File: src/hdl/gate_ctrl_pkg.sv
package gate_ctrl_pkg;
    localparam int REG_W       = 11;
    localparam int ADDR_W      = 4;
    localparam int CLK_PERIOD_NS = 25;

    localparam logic [3:0] ADDR_GATE = 4'h7;
    localparam logic [3:0] ADDR_OP   = 4'h9;
    localparam logic [3:0] ADDR_AMP  = 4'ha;
    localparam logic [3:0] ADDR_VREG = 4'hb;

    localparam logic [10:0] GATE_RST = 11'h216;
    localparam logic [10:0] OP_RST   = 11'h020;
    localparam logic [10:0] AMP_RST  = 11'h000;
    localparam logic [10:0] VREG_RST = 11'h10a;

    localparam int GT_FREQ = 10;
    localparam int GT_FW   = 9;
    localparam int GT_PWM  = 7;
    localparam int GT_DT   = 4;
    localparam int GT_BLK  = 2;
    localparam int GT_DGL  = 0;

    localparam int OP_THERM = 10;
    localparam int OP_UV2M  = 9;
    localparam int OP_GDM   = 8;
    localparam int OP_CLAMP = 7;
    localparam int OP_WD    = 5;
    localparam int OP_OCM   = 4;
    localparam int OP_WDEN  = 3;
    localparam int OP_SLEEP = 2;
    localparam int OP_FCLR  = 1;
    localparam int OP_CPUV  = 0;

    localparam int AMP_CAL  = 8;
    localparam int AMP_BLK  = 6;
    localparam int AMP_GAIN = 0;

    localparam int VR_K   = 8;
    localparam int VR_DLY = 3;
    localparam int VR_UVM = 2;
    localparam int VR_UVL = 0;

    // Raw fault input bit positions
    localparam int FR_THERM = 0;
    localparam int FR_UV2   = 1;
    localparam int FR_GATE  = 2;
    localparam int FR_OC    = 3;
    localparam int FR_VUV   = 4;
    localparam int FR_N     = 5;

    localparam int DT_NS [8]       = '{35, 52, 88, 440, 880, 1760, 3520, 5280};
    localparam int SENSE_NS [4]    = '{0, 1750, 3500, 7000};
    localparam int AMP_BLK_NS [4]  = '{0, 500, 2500, 10000};
    localparam int GAIN_BASE_VV    = 10;
    localparam int PWM_INPUTS [4]  = '{6, 3, 1, 6};
    localparam int REF_K [4]       = '{0, 2, 4, 8};
    localparam int UV_PCT [4]      = '{90, 80, 70, 70};
    localparam int WD_MS [4]       = '{10, 20, 50, 100};
    localparam int OFF_US [4]      = '{0, 10, 50, 1000};
    localparam int NS_PER_MS       = 1000000;
    localparam int NS_PER_US       = 1000;
    localparam int CNT_W           = 23;
endpackage

File: src/hdl/gate_driver_control_regs.sv
`timescale 1ns/1ps
module gate_driver_control_regs #(
    parameter logic [22:0] WD_T0_CYC  = 23'(gate_ctrl_pkg::WD_MS[0] * gate_ctrl_pkg::NS_PER_MS
                                           / gate_ctrl_pkg::CLK_PERIOD_NS),
    parameter logic [22:0] WD_T1_CYC  = 23'(gate_ctrl_pkg::WD_MS[1] * gate_ctrl_pkg::NS_PER_MS
                                           / gate_ctrl_pkg::CLK_PERIOD_NS),
    parameter logic [22:0] WD_T2_CYC  = 23'(gate_ctrl_pkg::WD_MS[2] * gate_ctrl_pkg::NS_PER_MS
                                           / gate_ctrl_pkg::CLK_PERIOD_NS),
    parameter logic [22:0] WD_T3_CYC  = 23'(gate_ctrl_pkg::WD_MS[3] * gate_ctrl_pkg::NS_PER_MS
                                           / gate_ctrl_pkg::CLK_PERIOD_NS),
    parameter logic [22:0] OFF_T1_CYC = 23'(gate_ctrl_pkg::OFF_US[1] * gate_ctrl_pkg::NS_PER_US
                                           / gate_ctrl_pkg::CLK_PERIOD_NS),
    parameter logic [22:0] OFF_T2_CYC = 23'(gate_ctrl_pkg::OFF_US[2] * gate_ctrl_pkg::NS_PER_US
                                           / gate_ctrl_pkg::CLK_PERIOD_NS),
    parameter logic [22:0] OFF_T3_CYC = 23'(gate_ctrl_pkg::OFF_US[3] * gate_ctrl_pkg::NS_PER_US
                                           / gate_ctrl_pkg::CLK_PERIOD_NS)
) (
    input  wire logic        clock,
    input  wire logic        rst_b,
    input  wire logic [3:0]  reg_addr,
    input  wire logic        reg_wr,
    input  wire logic [10:0] reg_wdata,
    input  wire logic        reg_rd,
    output logic      [10:0] reg_rdata,
    input  wire logic        wdog_kick,
    input  wire logic        wake,
    input  wire logic [4:0]  fault_raw,
    output logic             pump_clock_select,
    output logic             freewheel_select,
    output logic      [2:0]  pwm_input_count,
    output logic      [12:0] dead_time_ns,
    output logic      [12:0] drain_sense_blank_time,
    output logic      [12:0] drain_sense_deglitch,
    output logic             amp_output_clamp_enable,
    output logic             pump_uv_threshold_select,
    output logic             fault_clear,
    output logic      [2:0]  amp_offset_cal,
    output logic      [13:0] amp_blank_ns,
    output logic      [20:0] amp_gain_vv,
    output logic      [3:0]  ref_scale_k,
    output logic      [6:0]  regulator_uv_setpoint,
    output logic             thermal_shutdown,
    output logic             supply_uv2_fault,
    output logic             gate_fault,
    output logic             shunt_overcurrent,
    output logic             regulator_uv_fault,
    output logic             watchdog_fault,
    output logic             sleep_mode,
    output logic             regulator_off
);
    typedef struct packed {
        logic [10:0] gate;
        logic [10:0] op;
        logic [10:0] amp;
        logic [10:0] vreg;
        logic [10:0] rdata;
        logic [4:0]  f_s1;
        logic [4:0]  f_s2;
        logic        wake_s1;
        logic        wake_s2;
        logic        asleep;
        logic        reg_off;
        logic [22:0] off_cnt;
        logic [22:0] wd_cnt;
        logic        wd_fault;
    } state_t;

    state_t q;
    state_t d;
    logic [22:0] wd_lim;
    logic [22:0] off_lim;
    logic        sleep_wr;

    always_comb begin
        case (q.op[gate_ctrl_pkg::OP_WD +: 2])
            2'h0:    wd_lim = WD_T0_CYC;
            2'h1:    wd_lim = WD_T1_CYC;
            2'h2:    wd_lim = WD_T2_CYC;
            default: wd_lim = WD_T3_CYC;
        endcase
        case (q.vreg[gate_ctrl_pkg::VR_DLY +: 2])
            2'h0:    off_lim = 23'h000000;
            2'h1:    off_lim = OFF_T1_CYC;
            2'h2:    off_lim = OFF_T2_CYC;
            default: off_lim = OFF_T3_CYC;
        endcase
    end

    assign sleep_wr = reg_wr && !q.asleep && reg_addr == gate_ctrl_pkg::ADDR_OP
                      && reg_wdata[gate_ctrl_pkg::OP_SLEEP];

    always_comb begin
        d = q;
        d.f_s1 = fault_raw;
        d.f_s2 = q.f_s1;
        d.wake_s1 = wake;
        d.wake_s2 = q.wake_s1;
        if (reg_rd) begin
            case (reg_addr)
                gate_ctrl_pkg::ADDR_GATE: d.rdata = q.gate;
                gate_ctrl_pkg::ADDR_OP:   d.rdata = q.op;
                gate_ctrl_pkg::ADDR_AMP:  d.rdata = q.amp;
                gate_ctrl_pkg::ADDR_VREG: d.rdata = q.vreg;
                default:                  d.rdata = 11'h000;
            endcase
        end
        // Full words stored, reserved bits included; ignored while asleep
        if (reg_wr && !q.asleep) begin
            case (reg_addr)
                gate_ctrl_pkg::ADDR_GATE: d.gate = reg_wdata;
                gate_ctrl_pkg::ADDR_OP:   d.op = reg_wdata;
                gate_ctrl_pkg::ADDR_AMP:  d.amp = reg_wdata;
                gate_ctrl_pkg::ADDR_VREG: d.vreg = reg_wdata;
                default: ;
            endcase
        end
        // Sleep entry: delay taken from the old setting, then all defaults
        if (sleep_wr) begin
            d.asleep = 1'b1;
            d.reg_off = 1'b0;
            d.off_cnt = off_lim;
            d.gate = gate_ctrl_pkg::GATE_RST;
            d.op = gate_ctrl_pkg::OP_RST;
            d.amp = gate_ctrl_pkg::AMP_RST;
            d.vreg = gate_ctrl_pkg::VREG_RST;
        end else if (q.asleep) begin
            if (q.wake_s2) begin
                d.asleep = 1'b0;
                d.reg_off = 1'b0;
            end else if (!q.reg_off) begin
                if (q.off_cnt == 23'h000000) begin
                    d.reg_off = 1'b1;
                end else begin
                    d.off_cnt = q.off_cnt - 23'h000001;
                end
            end
        end
        if (q.op[gate_ctrl_pkg::OP_FCLR]) begin
            d.wd_fault = 1'b0;
        end
        if (q.op[gate_ctrl_pkg::OP_WDEN] && !q.asleep) begin
            if (wdog_kick) begin
                d.wd_cnt = 23'h000000;
            end else if (q.wd_cnt >= wd_lim - 23'h000001) begin
                d.wd_cnt = 23'h000000;
                d.wd_fault = 1'b1;
            end else begin
                d.wd_cnt = q.wd_cnt + 23'h000001;
            end
        end else begin
            d.wd_cnt = 23'h000000;
        end
    end

    always_ff @(posedge clock) begin
        if (!rst_b) begin
            q <= '0;
            q.gate <= gate_ctrl_pkg::GATE_RST;
            q.op <= gate_ctrl_pkg::OP_RST;
            q.amp <= gate_ctrl_pkg::AMP_RST;
            q.vreg <= gate_ctrl_pkg::VREG_RST;
        end else begin
            q <= d;
        end
    end

    assign reg_rdata = q.rdata;
    assign pump_clock_select = q.gate[gate_ctrl_pkg::GT_FREQ];
    assign freewheel_select = q.gate[gate_ctrl_pkg::GT_FW];
    assign pwm_input_count = 3'(gate_ctrl_pkg::PWM_INPUTS[q.gate[gate_ctrl_pkg::GT_PWM +: 2]]);
    assign dead_time_ns = 13'(gate_ctrl_pkg::DT_NS[q.gate[gate_ctrl_pkg::GT_DT +: 3]]);
    assign drain_sense_blank_time = 13'(gate_ctrl_pkg::SENSE_NS[q.gate[gate_ctrl_pkg::GT_BLK +: 2]]);
    assign drain_sense_deglitch = 13'(gate_ctrl_pkg::SENSE_NS[q.gate[gate_ctrl_pkg::GT_DGL +: 2]]);
    assign amp_output_clamp_enable = q.op[gate_ctrl_pkg::OP_CLAMP];
    assign pump_uv_threshold_select = q.op[gate_ctrl_pkg::OP_CPUV];
    assign fault_clear = q.op[gate_ctrl_pkg::OP_FCLR];
    assign amp_offset_cal = q.amp[gate_ctrl_pkg::AMP_CAL +: 3];
    assign amp_blank_ns = 14'(gate_ctrl_pkg::AMP_BLK_NS[q.amp[gate_ctrl_pkg::AMP_BLK +: 2]]);
    // Code 00 is reserved and shows as zero
    assign ref_scale_k = 4'(gate_ctrl_pkg::REF_K[q.vreg[gate_ctrl_pkg::VR_K +: 2]]);
    assign regulator_uv_setpoint = 7'(gate_ctrl_pkg::UV_PCT[q.vreg[gate_ctrl_pkg::VR_UVL +: 2]]);

    for (genvar i = 0; i < 3; i++) begin : g_gain
        assign amp_gain_vv[7*i +: 7] = 7'(gate_ctrl_pkg::GAIN_BASE_VV) << q.amp[2*i +: 2];
    end

    assign thermal_shutdown = q.f_s2[gate_ctrl_pkg::FR_THERM] && q.op[gate_ctrl_pkg::OP_THERM];
    assign supply_uv2_fault = q.f_s2[gate_ctrl_pkg::FR_UV2] && !q.op[gate_ctrl_pkg::OP_UV2M];
    assign gate_fault = q.f_s2[gate_ctrl_pkg::FR_GATE] && !q.op[gate_ctrl_pkg::OP_GDM];
    assign shunt_overcurrent = q.f_s2[gate_ctrl_pkg::FR_OC] && !q.op[gate_ctrl_pkg::OP_OCM];
    assign regulator_uv_fault = q.f_s2[gate_ctrl_pkg::FR_VUV] && !q.vreg[gate_ctrl_pkg::VR_UVM];
    assign watchdog_fault = q.wd_fault;
    assign sleep_mode = q.asleep;
    assign regulator_off = q.reg_off;

    rst_defaults_a: assert property (@(posedge clock) $rose(rst_b) |-> q.gate == gate_ctrl_pkg::GATE_RST
        && q.op == gate_ctrl_pkg::OP_RST && q.vreg == gate_ctrl_pkg::VREG_RST && !sleep_mode)
        else $error("registers not at defaults after reset");
    sleep_defaults_a: assert property (@(posedge clock) disable iff (!rst_b)
        sleep_wr |=> sleep_mode && q.gate == gate_ctrl_pkg::GATE_RST && q.op == gate_ctrl_pkg::OP_RST)
        else $error("sleep entry did not restore defaults");
    off_now_a: assert property (@(posedge clock) disable iff (!rst_b)
        sleep_wr && q.vreg[gate_ctrl_pkg::VR_DLY +: 2] == 2'h0 && !$past(wake) |=> !regulator_off ##1 regulator_off)
        else $error("regulator not off right after zero delay");
    off_10us_a: assert property (@(posedge clock) disable iff (!rst_b)
        sleep_wr && q.vreg[gate_ctrl_pkg::VR_DLY +: 2] == 2'h1 |-> ##[398:404] (regulator_off || !sleep_mode))
        else $error("regulator off delay wrong");
    wd_idle_a: assert property (@(posedge clock) disable iff (!rst_b)
        !q.op[gate_ctrl_pkg::OP_WDEN] |=> q.wd_cnt == 23'h000000 && !$rose(watchdog_fault))
        else $error("watchdog ran while off");
    set_wins_a: assert property (@(posedge clock) disable iff (!rst_b)
        q.op[gate_ctrl_pkg::OP_WDEN] && !q.asleep && !wdog_kick && q.wd_cnt >= wd_lim - 23'h000001
        |=> watchdog_fault)
        else $error("watchdog expiry lost");
    gate_mask_a: assert property (@(posedge clock) disable iff (!rst_b)
        (fault_raw[gate_ctrl_pkg::FR_GATE] && !q.op[gate_ctrl_pkg::OP_GDM] && !reg_wr)[*3] |-> gate_fault)
        else $error("gate fault not reported");
    therm_en_a: assert property (@(posedge clock) disable iff (!rst_b)
        !q.op[gate_ctrl_pkg::OP_THERM] |-> !thermal_shutdown)
        else $error("thermal shutdown while disabled");
    read_gate_a: assert property (@(posedge clock) disable iff (!rst_b)
        reg_rd && reg_addr == gate_ctrl_pkg::ADDR_GATE |=> reg_rdata == $past(q.gate))
        else $error("gate timing readback wrong");
    wr_keep_a: assert property (@(posedge clock) disable iff (!rst_b)
        reg_wr && !q.asleep && reg_addr == gate_ctrl_pkg::ADDR_VREG |=> q.vreg == $past(reg_wdata))
        else $error("regulator word not stored whole");
    dt_max_a: assert property (@(posedge clock) disable iff (!rst_b)
        q.gate[gate_ctrl_pkg::GT_DT +: 3] == 3'h7 |-> dead_time_ns == 13'h14a0)
        else $error("largest gap decode wrong");

    // Mask bits act at once; only the raw fault waits for its synchroniser
    uv2_hide_a: assert property (@(posedge clock) disable iff (!rst_b)
        q.op[gate_ctrl_pkg::OP_UV2M]
        |-> !supply_uv2_fault)
        else $error("supply uv2 fault shown while masked");

    uv2_show_a: assert property (@(posedge clock) disable iff (!rst_b)
        (fault_raw[gate_ctrl_pkg::FR_UV2] && !q.op[gate_ctrl_pkg::OP_UV2M] && !reg_wr)[*3]
        |-> supply_uv2_fault)
        else $error("supply uv2 fault not reported");

    gate_hide_a: assert property (@(posedge clock) disable iff (!rst_b)
        q.op[gate_ctrl_pkg::OP_GDM]
        |-> !gate_fault)
        else $error("gate fault shown while masked");

    ocp_hide_a: assert property (@(posedge clock) disable iff (!rst_b)
        q.op[gate_ctrl_pkg::OP_OCM]
        |-> !shunt_overcurrent)
        else $error("shunt overcurrent shown while masked");

    ocp_show_a: assert property (@(posedge clock) disable iff (!rst_b)
        (fault_raw[gate_ctrl_pkg::FR_OC] && !q.op[gate_ctrl_pkg::OP_OCM] && !reg_wr)[*3]
        |-> shunt_overcurrent)
        else $error("shunt overcurrent not reported");

    vreg_hide_a: assert property (@(posedge clock) disable iff (!rst_b)
        q.vreg[gate_ctrl_pkg::VR_UVM]
        |-> !regulator_uv_fault)
        else $error("regulator uv shown while masked");

    vreg_show_a: assert property (@(posedge clock) disable iff (!rst_b)
        (fault_raw[gate_ctrl_pkg::FR_VUV] && !q.vreg[gate_ctrl_pkg::VR_UVM] && !reg_wr)[*3]
        |-> regulator_uv_fault)
        else $error("regulator uv not reported");

    therm_on_a: assert property (@(posedge clock) disable iff (!rst_b)
        (fault_raw[gate_ctrl_pkg::FR_THERM] && q.op[gate_ctrl_pkg::OP_THERM] && !reg_wr)[*3]
        |-> thermal_shutdown)
        else $error("thermal shutdown missing while enabled");

    clamp_write_a: assert property (@(posedge clock) disable iff (!rst_b)
        reg_wr && !sleep_mode && reg_addr == gate_ctrl_pkg::ADDR_OP && !reg_wdata[gate_ctrl_pkg::OP_SLEEP]
        |=> amp_output_clamp_enable == $past(reg_wdata[gate_ctrl_pkg::OP_CLAMP]))
        else $error("amplifier clamp not taken from write");

    pump_write_a: assert property (@(posedge clock) disable iff (!rst_b)
        reg_wr && !sleep_mode && reg_addr == gate_ctrl_pkg::ADDR_GATE
        |=> pump_clock_select == $past(reg_wdata[gate_ctrl_pkg::GT_FREQ]))
        else $error("pump clock select not taken from write");

    fw_write_a: assert property (@(posedge clock) disable iff (!rst_b)
        reg_wr && !sleep_mode && reg_addr == gate_ctrl_pkg::ADDR_GATE
        |=> freewheel_select == $past(reg_wdata[gate_ctrl_pkg::GT_FW]))
        else $error("freewheel select not taken from write");

    pwm_one_a: assert property (@(posedge clock) disable iff (!rst_b)
        q.gate[gate_ctrl_pkg::GT_PWM +: 2] == 2'h2
        |-> pwm_input_count == 3'h1)
        else $error("single input scheme decode wrong");

    blank_max_a: assert property (@(posedge clock) disable iff (!rst_b)
        q.gate[gate_ctrl_pkg::GT_BLK +: 2] == 2'h3
        |-> drain_sense_blank_time == 13'h1b58)
        else $error("longest drain blanking decode wrong");

    dgl_mid_a: assert property (@(posedge clock) disable iff (!rst_b)
        q.gate[gate_ctrl_pkg::GT_DGL +: 2] == 2'h2
        |-> drain_sense_deglitch == 13'h0dac)
        else $error("drain deglitch decode wrong");

    cal_write_a: assert property (@(posedge clock) disable iff (!rst_b)
        reg_wr && !sleep_mode && reg_addr == gate_ctrl_pkg::ADDR_AMP
        |=> amp_offset_cal == $past(reg_wdata[gate_ctrl_pkg::AMP_CAL +: 3]))
        else $error("offset calibration bits not taken from write");

    amp_blank_a: assert property (@(posedge clock) disable iff (!rst_b)
        q.amp[gate_ctrl_pkg::AMP_BLK +: 2] == 2'h3
        |-> amp_blank_ns == 14'h2710)
        else $error("longest amplifier blanking decode wrong");

    gain_max_a: assert property (@(posedge clock) disable iff (!rst_b)
        q.amp[gate_ctrl_pkg::AMP_GAIN + 4 +: 2] == 2'h3
        |-> amp_gain_vv[20:14] == 7'h50)
        else $error("third amplifier top gain wrong");

    ref_max_a: assert property (@(posedge clock) disable iff (!rst_b)
        q.vreg[gate_ctrl_pkg::VR_K +: 2] == 2'h3
        |-> ref_scale_k == 4'h8)
        else $error("largest reference scale wrong");

    uv_low_a: assert property (@(posedge clock) disable iff (!rst_b)
        q.vreg[gate_ctrl_pkg::VR_UVL +: 2] == 2'h3
        |-> regulator_uv_setpoint == 7'h46)
        else $error("lowest regulator uv set point wrong");

    wake_exit_a: assert property (@(posedge clock) disable iff (!rst_b)
        sleep_mode && q.wake_s2
        |=> !sleep_mode && !regulator_off)
        else $error("wake did not end sleep");

    asleep_keep_a: assert property (@(posedge clock) disable iff (!rst_b)
        sleep_mode && reg_wr
        |=> q.gate == $past(q.gate) && q.amp == $past(q.amp))
        else $error("register changed by write while asleep");

    kick_zero_a: assert property (@(posedge clock) disable iff (!rst_b)
        q.op[gate_ctrl_pkg::OP_WDEN] && !sleep_mode && wdog_kick
        |=> q.wd_cnt == 23'h000000)
        else $error("watchdog kick did not restart count");

    clear_wd_a: assert property (@(posedge clock) disable iff (!rst_b)
        fault_clear && !q.op[gate_ctrl_pkg::OP_WDEN]
        |=> !watchdog_fault)
        else $error("fault clear left watchdog fault set");

    sleep_hold_a: assert property (@(posedge clock) disable iff (!rst_b)
        sleep_mode && !regulator_off && !q.wake_s2 && q.off_cnt != 23'h000000
        |=> !regulator_off)
        else $error("regulator off before delay ran out");

    sleep_c: cover property (@(posedge clock) disable iff (!rst_b) sleep_wr);
    off_c: cover property (@(posedge clock) disable iff (!rst_b) $rose(regulator_off));
    wdf_c: cover property (@(posedge clock) disable iff (!rst_b) $rose(watchdog_fault));
    wake_c: cover property (@(posedge clock) disable iff (!rst_b) $fell(sleep_mode));
    kick_c: cover property (@(posedge clock) disable iff (!rst_b) q.op[gate_ctrl_pkg::OP_WDEN] && wdog_kick);
endmodule

File: config.mk
export PLATFORM = sky130hd
export DESIGN_NAME = gate_driver_control_regs
export DESIGN_NICKNAME = d
export VERILOG_FILES = /design/src/hdl/gate_ctrl_pkg.sv /design/src/hdl/gate_driver_control_regs.sv
export SDC_FILE = /design/constraint.sdc
export NUM_CORES = 1
export LEC_CHECK = 0
export BUFFER_PORTS_ARGS = -buffer_cell sky130_fd_sc_hd__buf_2
export CAP_MARGIN = 10
export CORE_MARGIN = 4
export CORE_UTILIZATION = 46
export DETAILED_ROUTE_END_ITERATION = 7
export PLACE_DENSITY = 0.68
export SYNTH_ARGS = -nofsm -noshare
export SYNTH_HDL_FRONTEND = slang
export SYNTH_SLANG_ARGS = --single-unit
File: constraint.sdc
create_clock -name clock -period 3.3 [get_ports clock]
set_input_delay 0.66 -clock clock [delete_from_list [all_inputs] [get_ports clock]]
set_output_delay 0.66 -clock clock [all_outputs]
set_load 0.02 [all_outputs]
==> summary.md <==
| Metric | Value |
|---|---|
| CP Capture Type | register |
| TritonCTS Buffers | 17 |
| First DRT Iteration DRCs | around 520 |
| Share of the synthesized area in the top cell type | a little over a third |
| Largest cells by area after synthesis | dfxtp_1, ha_1, buf_4, nand2_1, a21oi_1 |
| Worst skew pair latency | about 420 ps |
| CTS Sinks | roughly 120 |
| Fin crit share | between 80% and 90% |
| FILL cells | about 1200 |
| Synth Register Bits | 116 |
| Final Skew | slightly above 7 ps |
| Clock network power share | 54.6% |
| Wire per inst | ~16 um |
| Internal Power | approximately 2.8 mW |
| Required @ worst endpoint | 3630 ps |
| Setup Viol. Count Final | 0 |
| Share of layout cells above drive strength 1 | a little over a fifth |
| Area of the die | between 15000 and 20000 um2 |
| Hold Crit Endpoint | q[55] |
| Initial Util | 47.63% |
| Final core utilization | 56.02% |
| Multi-input combinational cell area | 3433 um2 |
| CP Class | register to register |
| Clock Pin Slew Worst Setup and Hold Paths | roughly 50 ps |
| Startpoint types | register |
| Cell count after synthesis | a little under 800 |
| Largest stage delay, worst path | approximately 360 ps |
| Die H | 125.8 um |
| RSZ-0062 raised after global routing | no |
| Gr usage total | between 20% and 30% |
| Tightest Pin Transition | 965.7 ps |
| Hold Path Depth | 1 |
| Final Critical Period | roughly 2900 ps |
| Yosys top cell by area | dfxtp_1 |
| Seq pwr share | about two fifths |
| Remaining antenna violation count after routing | 0 |
| Arrival @ worst endpoint | about 3200 ps |
| # DRC | 0 |
| CTS root buf | clkbuf_16 |
| Hold path startpoint | d[55] |
| NetSw | 790.5 uW |
| First-pass GRT wire length | between 20000 and 30000 um |
| Most Frequent Cell on Critical Path | ha_1 |
| Final HPWL DP | around 12000 um |
| Critical-path cell list | inv_1 -> ha_1 -> nor2_1 -> nor2_1 -> inv_1 -> ha_1 -> ha_1 -> nand3_1 -> a21oi_1 -> a2111oi_0 -> buf_4 -> o41ai_2 -> buf_4 -> nor3_1 |
| VDD IR max | approximately 330 uV |
| Pre-antenna DRT Iters | 5 |
| Post-cts resize count | 0 |
| Die width | around 130 um |
| Port buffer count | 127 |
| F_max | about 350 MHz |
| Predominant post-synthesis flop cell | dfxtp_1 |
| Max FO, Critical Path | 23 |
| Async SR Flop Fraction | 0% |
| Combinational power share | slightly below 6% |
| Number of global-route vias before repair | ~5300 |
| Final Max Slew Viols | 0 |
| Gp weighted congestion | about 0.87 |
| Vias | slightly below 6000 |
| Power, Total | 3.622 mW |
| Worst Hold Class | register to register |
| Crit Reg-Reg Startpoint | q[99] |
| Vias per inst | 5.519 |
| Reg2Reg Capture Point | q[11] |
| Reg2Reg Depth | 14 |
| Core Region | around 13000 um2 |
| CTS H-tree depth | 4 |
| Largest net degree at the start of global routing | 36 |
| Status | completed |
| Post-synth EDFFs | 0 |
| GRT overflow | 0 |
| Synth Area per Inst | 8.141 um2 |
| YS warnings | 0 |
| IO Pins | 141 |
| CTS tree | built |
| Initial antenna violation count | 1 |
| Setup TNS | 0 ps |
| NumNets Final | around 930 |
| Flop2flop setup slack | between 400 and 500 ps |
| Register area | approximately 2300 um2 |
| CTS Buffer Depth | 2 |
| Num rows | 42 |
| Max cap viols | 0 |
| Mapped Area | around 6400 um2 |
| Post-synth cell types | between 60 and 70 |
| Total wire length | approximately 17000 um |
| Sequential-to-total area share from yosys stat | 36.39% |
| Slew HR | roughly a third |
| Slowest CP cell | dfxtp_1 |
| Sw Ratio | a little over a fifth |
| Hold-fix buffers at CTS | 0 |
| Leakage | roughly 3.2 nW |
| Fin. Hold Viols | 0 |
| Power per cell area | 482.4 nW/um2 |
| Setup bufs post-CTS | 0 |
| Area Growth Syn to Fin | 17.62% |
## registers in the layout, summed over array words and instances (netlist names)
| register | flops |
|---|---|
| pump_clock_select | 1 |
| freewheel_select | 1 |
| regulator_off | 1 |
| watchdog_fault | 1 |
| fault_clear | 1 |
| amp_output_clamp_enable | 1 |
| amp_offset_cal | 3 |
| d | 6 |
| q | 88 |
| reg_rdata | 11 |
| sleep_mode | 1 |
| pump_uv_threshold_select | 1 |
## kinds of logic (layout without fill, tap and decap cells)
family	count (synthesis)	after routing	synth area share, %
other	2	16	0.1177
xor gates and xnor gates	22	22	3.019
buffers and inverters	131	210	11.10
muxes	10	10	1.568
and+or+nand+nor	305	305	24.27
AOI/OAI and AO/OA	160	160	16.13
adders and majority gates	38	38	7.410
DFF	116	116	36.39
## area by class of cell
type,instances,share of cell area (%)
Antenna cell,1,0.03333
Sequential cell,116,30.93
Tap cell,176,2.933
Clock inverter,11,2.433
Inverter,37,1.850
Clock buffer,20,5.950
Timing Repair Buffer,142,10.13
Multi-Input combinational cell,550,45.73
## critical path: cells and delay by family (launching register included)
kind / cells / cell delay, ps
DFF: 1 / 360
buffers and inverters: 4 / 640
and+or+nand+nor: 4 / 630
AOI/OAI and AO/OA: 3 / 480
adders and majority gates: 3 / 690
## power groups by stage
stage	combinational, mW	clock [mW]	sequential, mW
after floorplan	0.151	0	1.46
after global placement	0.208	0	1.46
after detailed placement	0.209	0	1.46
after CTS	0.210	2.00	1.43
after global routing	0.228	2.07	1.43
final	0.211	1.98	1.43
## cells in the mapped netlist (12+ instances only)
master    instances
a21o_1           12
a21oi_1          63
a22oi_1          25
and2_1           21
buf_4            54
clkbuf_1         31
dfxtp_1         116
ha_1             37
inv_1            37
nand2_1          87
nand2b_1         16
nand3_1          27
nor2_1           54
nor2b_1          12
nor3_1           35
xor2_1           13
## metrics by stage
stage	area, um2	setup slack [ps]	hold slack [ps]	cells
finish	7507	413.2	436.1	1053
global route	7507	64.22	434.0	1053
CTS	7505	393.2	436.6	1052
detailed placement	6875	458.9	424.5	1021
global placement	6875	543.2	412.6	1021
floorplan	6431	577.3	411.9	797
## how the worst max path moves through the flow
stage | from | to | slack, ps | cells past startpoint
global route | q[99] | q[11] | 60 | 14
detailed placement | q[99] | q[7] | 460 | 14
CTS | q[99] | q[11] | 390 | 14
floorplan | q[99] | q[10] | 580 | 13
finish | q[99] | q[11] | 410 | 14
global placement | q[99] | q[20] | 540 | 14
## metal layers
layer  part of all wire, %  vias to the layer above  global-route usage [%]  routed length [um]
li1                      -                     2830                       -                   -
met1                    43                     2744                   29.07                7466
met2                    48                      215                   34.11                8219
met3                   7.5                       22                   5.080                1295
met4                   1.6                        0                   6.688                 273
met5                     0                        -                       0                   0
## cell usage in the layout (no fill, tap or decap), types with 3 or more instances in the layout
cell         n
a22oi_1     25
inv_1       37
o31ai_1      3
o211ai_1     7
clkbuf_16   17
or3_1        8
nand4_1     10
and3_1       7
o21ai_0      7
buf_4       14
ha_1        37
o21a_1       5
or4_1        4
clkinv_2     5
nor2_1      54
conb_1      15
dfxtp_1    116
and2_1      21
nand3_1     27
a211oi_1     4
a21o_1      12
xnor2_1      9
mux2i_1     10
nor2b_1     12
a21oi_1     63
nand2_1     87
o21ai_1      6
bufinv_16    5
buf_2      127
o32ai_1      4
a31oi_1      7
nor4_1       4
and4_1       4
nand2b_1    16
xor2_1      13
nor3_1      35
Power figures use the tool's default switching activity.
